===== src/irq_unit_defs.svh =====
`ifndef IRQ_UNIT_DEFS_SVH
`define IRQ_UNIT_DEFS_SVH

// ----------------------------------------------------------------
// Register byte offsets
// ----------------------------------------------------------------
`define OFS_ENABLE_SET      12'h100
`define OFS_ENABLE_CLR      12'h180
`define OFS_PENDING_SET     12'h200
`define OFS_PENDING_CLEAR   12'h280
`define OFS_PRIORITY_BASE   12'h400
`define OFS_PRIORITY_LAST   12'h41c
`define OFS_ACTIVE          12'h300
`define OFS_TYPE            12'h380
`define OFS_EVT_STATUS      12'h500
`define OFS_EVT_MASK        12'h504

// ----------------------------------------------------------------
// Field layout and reset values
// ----------------------------------------------------------------
`define NUM_IRQ             32
`define PRIO_HI_BIT         7
`define PRIO_LO_BIT         6
`define RST_WORD            32'h0000_0000
`define HSIZE_WORD          3'h2
`define EVT_OVERRUN_BIT     0
`define EVT_TAKE_BIT        1

`endif


===== src/irq_unit_pkg.sv =====
package irq_unit_pkg;

  typedef logic [31:0] word_t;
  typedef logic [1:0]  prio_t;

  typedef enum logic [2:0] {
    BUS_IDLE  = 3'b001,
    BUS_WRITE = 3'b010,
    BUS_READ  = 3'b100
  } bus_phase_e;

endpackage


===== src/vectored_irq_unit.sv =====
`timescale 1ns/100ps
`include "irq_unit_defs.svh"

// Overview of operation
// Writing one to pending_clear_bits clears pending; zero ignored; read shows pending.
// A pending-clear write never alters the active state.
// One 8-bit priority field per interrupt, four to each 32-bit word.
// Priority registers accept only full word accesses.
// Only priority bits 7:6 are stored; bits 5:0 read zero.
// Priority 0 to 192; smaller value means more urgent.
// Interrupt M lives in priority word M/4, byte lane M mod 4.
// Request lines are sampled on the clock edge; pulses latch pending.
// Peripherals hold a pulse for at least one full clock cycle.
// Pending on line high while inactive, rising edge, or software set.
// Service entry clears pending and sets active.
// Level return: line high makes it pending again, else inactive.
// Pulse during service makes pending and active; pending after return.
// Level pending-clear has no effect while line still high.
// Pulse pending-clear: pending to inactive, active-pending to active.
// Disabled interrupts still become pending; enable gates only taking.
// Bus masters use only naturally aligned register accesses.
// Enabled pending interrupts are offered to the core by priority.
// Equal urgency ties go to the lowest interrupt number.
module vectored_irq_unit (
  input  wire logic        core_clk,      // Processor clock
  input  wire logic        reset_n,       // Asynchronous reset, active low
  input  wire logic [31:0] irq_line,      // Peripheral request lines
  input  wire logic [31:0] irq_is_pulse,  // Per-line sensitivity, 1 = pulse
  input  wire logic        isr_enter,     // Core enters service of take_num
  input  wire logic        isr_return,    // Core returns from service of ret_num
  input  wire logic [4:0]  ret_num,       // Interrupt number being returned from
  output logic             take_valid,    // An enabled pending request is offered
  output logic [4:0]       take_num,      // Number of the offered request
  output logic [1:0]       take_prio,     // Priority of the offered request
  output logic             irq_event,     // Level event interrupt
  input  wire logic        hsel,          // AHB select
  input  wire logic [31:0] haddr,         // AHB address
  input  wire logic [1:0]  htrans,        // AHB transfer type
  input  wire logic        hwrite,        // AHB write
  input  wire logic [2:0]  hsize,         // AHB size
  input  wire logic [31:0] hwdata,        // AHB write data
  input  wire logic        hready,        // AHB bus ready
  output logic [31:0]      hrdata,        // AHB read data
  output logic             hreadyout,     // AHB slave ready
  output logic             hresp          // AHB response, always OKAY
);

  // ----------------------------------------------------------------
  // State
  // ----------------------------------------------------------------
  typedef struct packed {
    logic [31:0]                  pend;
    logic [31:0]                  act;
    logic [31:0]                  ena;
    logic [31:0]                  line_q;
    logic [31:0][1:0]             prio;
    logic [1:0]                   evt_stat;
    logic [1:0]                   evt_mask;
    irq_unit_pkg::bus_phase_e     phase;
    logic [11:0]                  addr;
    logic                         word_ok;
    irq_unit_pkg::word_t          rdata;
  } state_s;

  state_s s_reg;
  state_s s_next;

  function automatic logic is_prio_addr(input logic [11:0] a);
    is_prio_addr = (a >= `OFS_PRIORITY_BASE) && (a <= `OFS_PRIORITY_LAST);
  endfunction

  // Byte lane k of word n holds bits 7:6 of interrupt 4n+k
  function automatic irq_unit_pkg::word_t prio_word(input logic [31:0][1:0] p,
                                                    input logic [2:0] n);
    irq_unit_pkg::word_t w;
    w = `RST_WORD;
    for (int k = 0; k < 4; k++)
    begin
      w[8*k+`PRIO_LO_BIT +: 2] = p[{n, 2'(k)}];
    end
    prio_word = w;
  endfunction

  // ----------------------------------------------------------------
  // Arbitration
  // ----------------------------------------------------------------
  logic [31:0] cand;
  logic        best_v;
  logic [4:0]  best_n;
  logic [1:0]  best_p;

  always_comb
  begin
    cand   = s_reg.pend & s_reg.ena & ~s_reg.act;
    best_v = 1'b0;
    best_n = 5'h00;
    best_p = 2'h3;
    // Strict less-than walking upward keeps the lowest number on ties
    for (int i = 0; i < `NUM_IRQ; i++)
    begin
      if (cand[i] && (!best_v || s_reg.prio[i] < best_p))
      begin
        best_v = 1'b1;
        best_n = 5'(i);
        best_p = s_reg.prio[i];
      end
    end
  end

  assign take_valid = best_v;
  assign take_num   = best_n;
  assign take_prio  = best_p;
  assign irq_event  = |(s_reg.evt_stat & s_reg.evt_mask);
  assign hrdata     = s_reg.rdata;
  assign hreadyout  = 1'b1;
  assign hresp      = 1'b0;

  // ----------------------------------------------------------------
  // Next state
  // ----------------------------------------------------------------
  logic        wr_en;
  logic [31:0] rise;
  logic [31:0] clr_w;
  logic [31:0] set_w;
  logic [31:0] take_oh;
  logic [31:0] ret_oh;
  logic [31:0] new_req;
  logic [1:0]  evt_set;
  logic [11:0] a_next;

  always_comb
  begin
    s_next  = s_reg;
    wr_en   = s_reg.phase == irq_unit_pkg::BUS_WRITE;
    clr_w   = '0;
    set_w   = '0;
    take_oh = '0;
    ret_oh  = '0;
    evt_set = '0;
    a_next  = haddr[11:0];
    if (wr_en && s_reg.addr == `OFS_PENDING_CLEAR)
      clr_w = hwdata;
    if (wr_en && s_reg.addr == `OFS_PENDING_SET)
      set_w = hwdata;
    if (isr_enter && best_v)
      take_oh[best_n] = 1'b1;
    if (isr_return)
      ret_oh[ret_num] = 1'b1;

    // Line is sampled each edge; a pulse held one cycle is caught
    s_next.line_q = irq_line;
    rise = irq_line & ~s_reg.line_q;
    // Level lines also request while inactive or while being returned
    new_req = rise | set_w | (irq_line & ~irq_is_pulse & ~s_reg.act)
            | (irq_line & ~irq_is_pulse & ret_oh);
    // Pulses during service stay pending for after return
    new_req = new_req | (rise & s_reg.act);

    // A level line still high keeps pending across a clear
    clr_w = clr_w & ~(irq_line & ~irq_is_pulse);
    evt_set[`EVT_OVERRUN_BIT] = |(rise & s_reg.pend);
    evt_set[`EVT_TAKE_BIT]    = |take_oh;

    // Setting wins over a pending-clear write in the same cycle; service entry wins over setting
    s_next.pend = ((s_reg.pend & ~clr_w & ~take_oh) | new_req) & ~take_oh;
    // Active changes only on service entry and return
    s_next.act  = (s_reg.act & ~ret_oh) | take_oh;

    if (wr_en && s_reg.addr == `OFS_ENABLE_SET)
      s_next.ena = s_reg.ena | hwdata;
    if (wr_en && s_reg.addr == `OFS_ENABLE_CLR)
      s_next.ena = s_reg.ena & ~hwdata;
    if (wr_en && s_reg.word_ok && is_prio_addr(s_reg.addr))
    begin
      for (int k = 0; k < 4; k++)
        s_next.prio[{s_reg.addr[4:2], 2'(k)}] = hwdata[8*k+`PRIO_LO_BIT +: 2];
    end
    if (wr_en && s_reg.addr == `OFS_EVT_MASK)
      s_next.evt_mask = hwdata[1:0];
    if (wr_en && s_reg.addr == `OFS_EVT_STATUS)
      s_next.evt_stat = s_reg.evt_stat & ~hwdata[1:0];
    s_next.evt_stat = s_next.evt_stat | evt_set;

    // Address phase capture; unaligned addresses fall through to reads of zero
    s_next.phase   = irq_unit_pkg::BUS_IDLE;
    s_next.addr    = a_next;
    s_next.word_ok = (hsize == `HSIZE_WORD) && (haddr[1:0] == 2'b00);
    if (hsel && hready && htrans[1])
      s_next.phase = hwrite ? irq_unit_pkg::BUS_WRITE : irq_unit_pkg::BUS_READ;

    s_next.rdata = `RST_WORD;
    if (hsel && hready && htrans[1] && !hwrite)
    begin
      case (a_next)
        `OFS_ENABLE_SET, `OFS_ENABLE_CLR:    s_next.rdata = s_next.ena;
        `OFS_PENDING_SET, `OFS_PENDING_CLEAR: s_next.rdata = s_next.pend;
        `OFS_ACTIVE:                          s_next.rdata = s_next.act;
        `OFS_TYPE:                            s_next.rdata = irq_is_pulse;
        `OFS_EVT_STATUS:                      s_next.rdata = {30'h0, s_next.evt_stat};
        `OFS_EVT_MASK:                        s_next.rdata = {30'h0, s_next.evt_mask};
        default:
          if (is_prio_addr(a_next) && s_next.word_ok)
            s_next.rdata = prio_word(s_next.prio, a_next[4:2]);
          else
            s_next.rdata = `RST_WORD;
      endcase
    end
  end

  always_ff @(posedge core_clk or negedge reset_n)
  begin
    if (!reset_n)
    begin
      s_reg       <= '0;
      s_reg.phase <= irq_unit_pkg::BUS_IDLE;
    end
    else
      s_reg <= s_next;
  end

  // ----------------------------------------------------------------
  // Checks
  // ----------------------------------------------------------------
  clear_keeps_active_a: assert property (@(posedge core_clk) disable iff (!reset_n)
    (s_reg.phase == irq_unit_pkg::BUS_WRITE && s_reg.addr == `OFS_PENDING_CLEAR
     && !isr_enter && !isr_return) |=> s_reg.act == $past(s_reg.act))
    else $error("pending clear changed active state");

  pulse_clear_a: assert property (@(posedge core_clk) disable iff (!reset_n)
    (s_reg.phase == irq_unit_pkg::BUS_WRITE && s_reg.addr == `OFS_PENDING_CLEAR
     && hwdata[3] && irq_is_pulse[3] && !(irq_line[3] && !s_reg.line_q[3]))
    |=> !s_reg.pend[3])
    else $error("pulse pending not cleared");

  level_clear_a: assert property (@(posedge core_clk) disable iff (!reset_n)
    (s_reg.pend[20] && irq_line[20] && !irq_is_pulse[20] && !(isr_enter && take_num == 5'h14))
    |=> s_reg.pend[20])
    else $error("asserted level interrupt lost pending");

  entry_moves_a: assert property (@(posedge core_clk) disable iff (!reset_n)
    (isr_enter && take_valid) |=> (s_reg.act[$past(take_num)] && !s_reg.pend[$past(take_num)]))
    else $error("service entry did not move to active");

  rise_latched_a: assert property (@(posedge core_clk) disable iff (!reset_n)
    (irq_line[3] && !s_reg.line_q[3] && !(isr_enter && take_num == 5'h3))
    |=> s_reg.pend[3])
    else $error("rising edge not latched");

  disabled_no_take_a: assert property (@(posedge core_clk) disable iff (!reset_n)
    take_valid |-> (s_reg.ena[take_num] && s_reg.pend[take_num] && !s_reg.act[take_num]))
    else $error("offered interrupt not enabled and pending");

  prio_low_zero_a: assert property (@(posedge core_clk) disable iff (!reset_n)
    (s_reg.phase == irq_unit_pkg::BUS_READ && is_prio_addr(s_reg.addr))
    |-> (hrdata & 32'h3f3f_3f3f) == 32'h0000_0000)
    else $error("priority low bits not zero");

  best_urgency_a: assert property (@(posedge core_clk) disable iff (!reset_n)
    (take_valid && cand[0]) |-> (take_prio <= s_reg.prio[0]
      && (take_prio != s_reg.prio[0] || take_num == 5'h0)))
    else $error("lower urgency or higher number chosen");

  level_return_a: assert property (@(posedge core_clk) disable iff (!reset_n)
    (isr_return && ret_num == 5'h14 && !irq_is_pulse[20] && irq_line[20]
     && !(isr_enter && take_num == 5'h14)) |=> (s_reg.pend[20] && !s_reg.act[20]))
    else $error("level return did not repend");

  // Line 3 probes the pulse kind and line 20 the level kind
  level_clear_low_a: assert property (@(posedge core_clk) disable iff (!reset_n)
    (s_reg.phase == irq_unit_pkg::BUS_WRITE && s_reg.addr == `OFS_PENDING_CLEAR
     && hwdata[20] && !irq_is_pulse[20] && !irq_line[20]) |=> !s_reg.pend[20])
    else $error("released level interrupt still pending");

  pulse_clear_active_a: assert property (@(posedge core_clk) disable iff (!reset_n)
    (s_reg.phase == irq_unit_pkg::BUS_WRITE && s_reg.addr == `OFS_PENDING_CLEAR && hwdata[3]
     && irq_is_pulse[3] && s_reg.act[3] && !(irq_line[3] && !s_reg.line_q[3])
     && !(isr_return && ret_num == 5'h3)) |=> (s_reg.act[3] && !s_reg.pend[3]))
    else $error("pulse clear disturbed active interrupt");

  pulse_in_service_a: assert property (@(posedge core_clk) disable iff (!reset_n)
    (s_reg.act[3] && irq_is_pulse[3] && irq_line[3] && !s_reg.line_q[3]
     && !(isr_return && ret_num == 5'h3)) |=> (s_reg.pend[3] && s_reg.act[3]))
    else $error("pulse during service not pending and active");

  level_request_a: assert property (@(posedge core_clk) disable iff (!reset_n)
    (irq_line[20] && !irq_is_pulse[20] && !s_reg.act[20]
     && !(isr_enter && take_valid && take_num == 5'h14)) |=> s_reg.pend[20])
    else $error("asserted idle level interrupt not pending");

  soft_set_a: assert property (@(posedge core_clk) disable iff (!reset_n)
    (s_reg.phase == irq_unit_pkg::BUS_WRITE && s_reg.addr == `OFS_PENDING_SET && hwdata[20]
     && !(isr_enter && take_valid && take_num == 5'h14)) |=> s_reg.pend[20])
    else $error("software set did not make pending");

  return_leaves_a: assert property (@(posedge core_clk) disable iff (!reset_n)
    (isr_return && !(isr_enter && take_valid && take_num == ret_num))
    |=> !s_reg.act[$past(ret_num)])
    else $error("return left interrupt active");

  active_needs_entry_a: assert property (@(posedge core_clk) disable iff (!reset_n)
    !(isr_enter && take_valid) |=> (s_reg.act & ~$past(s_reg.act)) == 32'h0000_0000)
    else $error("active set without service entry");

  line_tracks_a: assert property (@(posedge core_clk) disable iff (!reset_n)
    1'b1 |=> s_reg.line_q == $past(irq_line))
    else $error("request lines not sampled each edge");

  offer_ready_a: assert property (@(posedge core_clk) disable iff (!reset_n)
    (|(s_reg.pend & s_reg.ena & ~s_reg.act)) |-> take_valid)
    else $error("enabled pending interrupt not offered");

  disabled_held_a: assert property (@(posedge core_clk) disable iff (!reset_n)
    (s_reg.pend[3] && !s_reg.ena[3]) |-> !(take_valid && take_num == 5'h3))
    else $error("disabled interrupt offered");

  // ----------------------------------------------------------------
  // Register bus checks
  // ----------------------------------------------------------------

  // Read data loads at the address edge, so it is judged in the data phase
  prio_write_a: assert property (@(posedge core_clk) disable iff (!reset_n)
    (s_reg.phase == irq_unit_pkg::BUS_WRITE && s_reg.word_ok
     && s_reg.addr == `OFS_PRIORITY_BASE)
    |=> prio_word(s_reg.prio, 3'h0) == ($past(hwdata) & 32'hc0c0_c0c0))
    else $error("priority word not stored in its lanes");

  narrow_write_a: assert property (@(posedge core_clk) disable iff (!reset_n)
    (s_reg.phase == irq_unit_pkg::BUS_WRITE && !s_reg.word_ok && is_prio_addr(s_reg.addr))
    |=> s_reg.prio == $past(s_reg.prio))
    else $error("narrow priority write was stored");

  narrow_read_a: assert property (@(posedge core_clk) disable iff (!reset_n)
    (s_reg.phase == irq_unit_pkg::BUS_READ && !s_reg.word_ok && is_prio_addr(s_reg.addr))
    |-> hrdata == 32'h0000_0000)
    else $error("narrow priority read not zero");

  pend_readback_a: assert property (@(posedge core_clk) disable iff (!reset_n)
    (s_reg.phase == irq_unit_pkg::BUS_READ && s_reg.addr == `OFS_PENDING_CLEAR)
    |-> hrdata == s_reg.pend)
    else $error("pending read does not match state");

endmodule


===== config.mk =====
export PLATFORM = sky130hd
export DESIGN_NAME = vectored_irq_unit
export DESIGN_NICKNAME = d
export VERILOG_FILES = /design/src/irq_unit_pkg.sv /design/src/vectored_irq_unit.sv
export VERILOG_INCLUDE_DIRS = /design/src
export SDC_FILE = /design/constraint.sdc
export NUM_CORES = 1
export LEC_CHECK = 0
export BUFFER_PORTS_ARGS = -buffer_cell sky130_fd_sc_hd__buf_2
export CAP_MARGIN = 5
export CORE_UTILIZATION = 64
export CTS_CLUSTER_SIZE = 30
export DETAILED_ROUTE_END_ITERATION = 7
export GPL_TIMING_DRIVEN = 0
export PLACE_DENSITY = 0.93
export SYNTH_ARGS = -nofsm -noshare
export SYNTH_HDL_FRONTEND = slang
export SYNTH_SLANG_ARGS = --single-unit

===== constraint.sdc =====
create_clock -name core_clk -period 24.8 [get_ports core_clk]
set_input_delay 2.48 -clock core_clk [delete_from_list [all_inputs] [get_ports core_clk]]
set_output_delay 2.48 -clock core_clk [all_outputs]
set_load 0.005 [all_outputs]

==> impl_metrics.csv, run 1 <==
group,metric,value,unit
min_path,hold_path_depth,1,
global_routing,grt_pass1_wl,91500,µm
yosys,async_flop_share,100,%
place,routabilityCongestion,1.05,
finish,drive_gt1_share,20.3,%
detailed_routing,ant_nets,0,
clock_tree,cts.reportedPaths.clkPinSlew,0.06,ns
detailed_routing,viasPerCell,7.48,
power_and_ir_drop,p_switching,0.000205,W
yosys,ys_warn_count,0,
yosys,synth_top_area_cell,"dfrtp_1",
status,violations,"DRC",
place,post-dp-hpwl,45200,µm
yosys,synth_fp_nets,1819,
clock_tree,post_cts_buffers,0,
floorplan,die_w,155,µm
yosys,synth_area_leaders,"dfrtp_1, nand2_1, a21oi_1, mux2_2, o21ai_0",
floorplan,die_y,155,µm
worst_setup_path,path_common_cell,"o21ai_0",
job,cap_violations,0,
detailed_routing,routed_wl,61200,µm
finish,largest_register_ffs,212,
worst_setup_path,crit_fanout,10,
min_path,min_path_type,"flip-flop to flip-flop",
timing,fin_crit_sh,53.2,%
global_routing,grt_pass1_vias,15800,
worst_setup_path,slowest_stage,"nor4_1",
clock_tree,postCtsHoldBufs,0,
worst_setup_path,r2r_end,"hrdata[17]$_DFF_PN0_",
timing,period_minus_slack,13.20,ns
clock_tree,cts_max_level,1,
finish,seqCellArea,6110,µm²
timing,finalSetupViolCount,0,
global_routing,gr-total-overflow,0,
worst_setup_path,max_stage_delay,0.94,ns
yosys,ys_ff_latch,244,
power_and_ir_drop,clockPowerShare,47.1,%
worst_setup_path,crit_family,"simple AND/OR/NAND/NOR gates",
yosys,yosys-top-cells-count,"dfrtp_1, nand2_1, a21oi_1",
timing,timing.slew.headroom,16.8,%
power_and_ir_drop,ir_drop,0.0693,mV
yosys,syn_area_per_cell,8.99,µm²
worst_setup_path,reg2regPathDepth,43,
worst_setup_path,required,22.32,ns
min_path,holdCritStartpoint,"s_reg[48]$_DFF_PN0_",
detailed_routing,avgRoutedWirePerCell,27.8,µm
power_and_ir_drop,combPwrFrac,6.2,%
power_and_ir_drop,pwr_density_cell,51.1,nW/µm²
timing,slew_viol_final,0,
worst_setup_path,setup.worst_path.end_class,"output port",
global_routing,grt_antenna_before_repair,2,
power_and_ir_drop,p_int,0.000675,W
finish,syn_to_final_growth,14.7,%
power_and_ir_drop,switching_share,23.3,%
clock_tree,root_buffer,"clkbuf_16",
floorplan,start_util,65.8,%
floorplan,rows,55,
timing,fin_skew,0.0262,ns
clock_tree,cts_sinks,244,
yosys,synth_seq_area_share,40.7,%
detailed_routing,vias,16500,
clock_tree,worst_skew_pair.late_latency,0.54,ns
global_routing,grt_max_degree,101,
timing,tns,0,ns
timing,max_freq,75.8,MHz
status,outcome,"finished, violations left",
floorplan,core_area,22800,µm²
power_and_ir_drop,seqPwrFrac,46.6,%
finish,nFillCells,1674,
place,port_buffers,164,
yosys,netlist_area,15000,µm²
worst_setup_path,cp.arrival,10.72,ns
detailed_routing,drtIter0Drc,2888,
timing,worstMarginPinSlew,1.24,ns
worst_setup_path,worstSetupStartpointType,"flip-flop",
floorplan,ios,188,
global_routing,grt_usage,51.2,%
yosys,synth_edf_count,0,
detailed_routing,first_pass_iters,8,
yosys,synth.distinct_cells,91,
yosys,syn_inst,1671,
worst_setup_path,path_class,"flip-flop to output port",
clock_tree,cts_tree,"built",
clock_tree,ctsResizeCount,0,
yosys,yosysTopAreaCellShare,40.5,%
finish,multi_input_area,8340,µm²
power_and_ir_drop,leakagePower,7.89,nW
clock_tree,cts_buffers,25,
worst_setup_path,regToRegSetupSlack,13.17,ns
timing,rsz0062_at_grt,"no",
yosys,synth-main-ff-cell,"dfrtp_1",
min_path,holdPathEnd,"s_reg[48]$_DFF_PN0_",
finish,fin_nets,2016,
floorplan,dieArea,24100,µm²
yosys,synth.most_common_cell,"dfrtp_1",
timing,hold_slack,0.539,ns
detailed_routing,drc,107,
worst_setup_path,rr_startpoint,"s_reg[217]$_DFF_PN0_",
worst_setup_path,path_buf_inv,7,
clock_tree,cts_buffer_depth,3,
timing,hold_viol_final,0,
-- power groups by stage --
stage           logic, W  registers (W)  clock network, W
2_1_floorplan  0.0000187       0.000414                 0
3_3_place_gp   0.0000495       0.000417                 0
3_5_place_dp   0.0000519       0.000417                 0
4_1_cts        0.0000526       0.000410          0.000410
5_1_grt        0.0000580       0.000410          0.000425
6_report       0.0000549       0.000411          0.000415
-- metal layers --
metal / track usage, % / up-vias / wire [µm]
met5: 0 / - / 9
met4: 31.4 / 2 / 4720
met3: 20.0 / 388 / 10300
met2: 75.6 / 1662 / 25600
met1: 63.5 / 7667 / 20500
li1: - / 6740 / -
-- cells in the final DEF (no fill, tap or decap), types with 8 or more instances in the layout --
master and count:
mux2_2 66, nor3b_1 8, nor4_1 18, and2_1 12, nand2b_1 34, buf_4 35
a21o_1 13, a31oi_1 25, nor4bb_1 13, o211ai_1 10, mux4_2 16, a222oi_1 54
buf_2 169, o21ai_0 116, o22ai_1 25, clkbuf_16 25, or3_1 17, o31ai_1 12
inv_1 22, a211oi_1 9, or4_1 9, or2_2 30, a221oi_1 12, nor3_1 25
nand4_1 8, dfrtp_1 243, nand3_1 41, nor2b_1 8, nand2_1 211, nand3b_1 39
a21oi_1 158, clkbuf_1 63, nor2_1 134, a22oi_1 19, o32ai_1 9, o21a_1 13
-- metrics by stage --
| stage | instance area (µm²) | utilization, % | setup WS (ns) | power [W] | std cells |
|---|---|---|---|---|---|
| floorplan | 15000 | - | 14.26 | 0.000433 | 1671 |
| global placement | 16200 | 71.1 | 12.74 | 0.000467 | 2148 |
| detailed placement | 16300 | 71.4 | 12.59 | 0.000469 | 2152 |
| CTS | 17200 | 75.3 | 11.98 | 0.000872 | 2197 |
| global route | 17200 | 75.4 | 11.09 | 0.000894 | 2199 |
| finish | 17200 | 75.4 | 11.60 | 0.000881 | 2200 |
-- cell families (layout without fill, tap and decap cells) --
kind of cell,after synthesis,in the layout,synth area share (%)
muxes,84,84,7.48
adders and majority gates,6,6,0.450
AOI/OAI and AO/OA,560,560,25.0
DFF,244,244,40.7
buffers and inverters,122,337,3.93
other,2,3,0.0500
and+or+nand+nor,653,653,22.4
-- worst max path at each step --
stage	startpoint	slack, ns	cells after the start	to
6_report	s_reg[217]$_DFF_PN0_	11.60	40	take_num[4]
5_1_grt	s_reg[181]$_DFF_PN0_	11.09	40	take_num[4]
4_1_cts	s_reg[217]$_DFF_PN0_	11.98	40	take_num[3]
3_5_place_dp	s_reg[217]$_DFF_PN0_	12.59	40	take_num[3]
3_3_place_gp	s_reg[217]$_DFF_PN0_	12.74	41	take_num[4]
2_1_floorplan	s_reg[216]$_DFF_PN0_	14.26	40	take_num[3]
-- cell type report --
type | count | share of cell area [%]
flip-flops and latches | 244 | 35.4
clock inverters | 10 | 1.04
plain buffers | 99 | 2.93
diodes | 1 | 0.0145
clock buffers | 35 | 4.14
repair buffers | 170 | 5.27
multi-input cells | 1305 | 48.4
well taps | 313 | 2.27
inverters | 23 | 0.501
Note: power is estimated with default switching activity, not from simulation.
==> run 2: changes to the inputs <==
Settings changed: CORE_UTILIZATION 64 to 54, PLACE_DENSITY 0.93 to 0.84.
Clock period 24.8 ns to 11.77 ns, I/O delays scaled along.
==> run 2 against run 1 <==
Against the previous run: register-to-register slack lost 13 ns; final area is 0.24% lower; critical endpoint unchanged; the flow still finishes with violations (DRC); sequential cell count unchanged; cell count up 2.5%.
==> impl_metrics.csv, run 2 (synthesis gave the netlist of run 1 again) <==
group,metric,value,unit
status,outcome,"finished, violations left",
status,violations,"DRC",
timing,timing.slew.headroom,7.35,%
worst_setup_path,setup.worst_path.end_class,"output port",
floorplan,start_util,55.4,%
global_routing,grt_usage,42.3,%
finish,nFillCells,2287,
detailed_routing,first_pass_iters,8,
worst_setup_path,worstSetupStartpointType,"flip-flop",
timing,finalSetupViolCount,0,
floorplan,rows,60,
global_routing,gr-total-overflow,0,
power_and_ir_drop,leakagePower,7.82,nW
finish,final_common_cell,"dfrtp_1",
place,port_buffers,164,
finish,multi_input_area,8370,µm²
finish,largest_register_ffs,212,
finish,seqCellArea,6110,µm²
worst_setup_path,crit_fanout,10,
timing,worstMarginPinSlew,1.38,ns
clock_tree,cts_sinks,244,
worst_setup_path,required,10.59,ns
timing,slew_viol_final,0,
timing,tns,0,ns
worst_setup_path,cp.arrival,10.10,ns
global_routing,grt_pass1_vias,15100,
place,routabilityCongestion,1.05,
finish,syn_to_final_growth,14.4,%
floorplan,dieArea,28500,µm²
detailed_routing,routed_wl,60700,µm
clock_tree,cts_buffer_depth,3,
clock_tree,worst_skew_pair.late_latency,0.55,ns
global_routing,grt_pass1_wl,90200,µm
timing,setup_slack,0.496,ns
clock_tree,cts_max_level,1,
timing,fin_skew,0.0297,ns
clock_tree,cts_tree,"built",
floorplan,core_area,27100,µm²
timing,max_freq,88.7,MHz
timing,fin_crit_sh,95.8,%
power_and_ir_drop,pwr_density_cell,100,nW/µm²
worst_setup_path,path_class,"flip-flop to output port",
detailed_routing,drtIter0Drc,2593,
detailed_routing,drc,10,
detailed_routing,viasPerCell,7.12,
clock_tree,cts_buffers,24,
job,cap_violations,0,
detailed_routing,vias,16100,
global_routing,grt_max_degree,114,
floorplan,ios,188,
clock_tree,root_buffer,"clkbuf_16",
place,post-dp-hpwl,46200,µm
finish,most-common-layout-cells,"dfrtp_1, nand2_1, buf_2, a21oi_1, nor2_1",
floorplan,die_w,169,µm
finish,drive_gt1_share,20.4,%
place,pre_cts_ws,0.573,ns
min_path,min_path_type,"primary input to async pin",
worst_setup_path,max_stage_delay,0.52,ns
detailed_routing,avgRoutedWirePerCell,26.9,µm
global_routing,grt_antenna_before_repair,3,
timing,hold_viol_final,0,
worst_setup_path,slowest_stage,"or4b_1",
worst_setup_path,reg2regPathDepth,44,
detailed_routing,ant_nets,0,
floorplan,die_y,169,µm
timing,period_minus_slack,11.27,ns
clock_tree,cts.reportedPaths.clkPinSlew,0.06,ns
power_and_ir_drop,ir_drop,0.110,mV
finish,fin_nets,2015,
## run 2: layout make-up
class | count | area share (%)
buffer | 99 | 2.96
antenna | 2 | 0.0291
clock buffer | 34 | 4.00
multi-input combinational | 1305 | 48.7
timing repair buffer | 170 | 5.30
inverter | 23 | 0.502
clock inverter | 6 | 0.291
sequential | 244 | 35.5
tap | 372 | 2.71
## run 2: worst max-delay path, delay by kind of cell (launching register included)
| family | cells | cell delay (ns) |
|---|---|---|
| compound gates | 13 | 2.38 |
| buf+inv | 8 | 1.34 |
| flops | 1 | 0.49 |
| mux | 2 | 0.46 |
| fa+ha+maj | 3 | 0.77 |
| simple gates | 16 | 4.12 |
## run 2: through the flow
step / power, W / instances / area, µm² / utilization [%] / hold WS, ns
6_report: 0.00173 / 2255 / 17200 / 63.4 / 0.492
5_1_grt: 0.00176 / 2254 / 17200 / 63.4 / 0.521
4_1_cts: 0.00171 / 2251 / 17100 / 63.2 / 0.507
3_5_place_dp: 0.000990 / 2211 / 16400 / 60.5 / 0.511
3_3_place_gp: 0.000985 / 2207 / 16300 / 60.2 / 0.505
2_1_floorplan: 0.000913 / 1671 / 15000 / - / 0.471
## run 2: what timing repair did
action / 4_1_cts / 5_1_grt
gates resized for setup: 0 / 11
hold buffers: 0 / 0
buffers inserted: 0 / 1
endpoints found under the setup margin: 0 / 34
## run 2: power by group
| part | internal [W] | switching (W) | total [W] | leakage, nW |
|---|---|---|---|---|
| registers | 0.000851 | 0.0000140 | 0.000865 | 3.05 |
| logic | 0.0000409 | 0.0000735 | 0.000114 | 4.41 |
| clock network | 0.000407 | 0.000338 | 0.000745 | 0.357 |
## run 2: routing by layer
metal	GRT usage, %	wire length, µm	vias up
met5	0	28	-
met4	25.3	4210	4
met3	12.7	8770	299
met2	63.6	26000	1429
met1	54.0	21700	7589
li1	-	-	6741
## run 2: path summary, 6_finish.rpt
| kind | from | end | slack [ns] |
|---|---|---|---|
| min in group core_clk | s_reg[50]$_DFF_PN0_ | s_reg[50]$_DFF_PN0_ | 0.54 |
| min | reset_n | hrdata[5]$_DFF_PN0_ | 0.49 |
| max | s_reg[215]$_DFF_PN0_ | take_num[4] | 0.50 |
| min reg2reg | s_reg[50]$_DFF_PN0_ | s_reg[50]$_DFF_PN0_ | 0.54 |
| max reg2reg | s_reg[215]$_DFF_PN0_ | hrdata[13]$_DFF_PN0_ | 0.64 |
| max in group asynchronous | reset_n | s_reg[179]$_DFF_PN0_ | 9.96 |
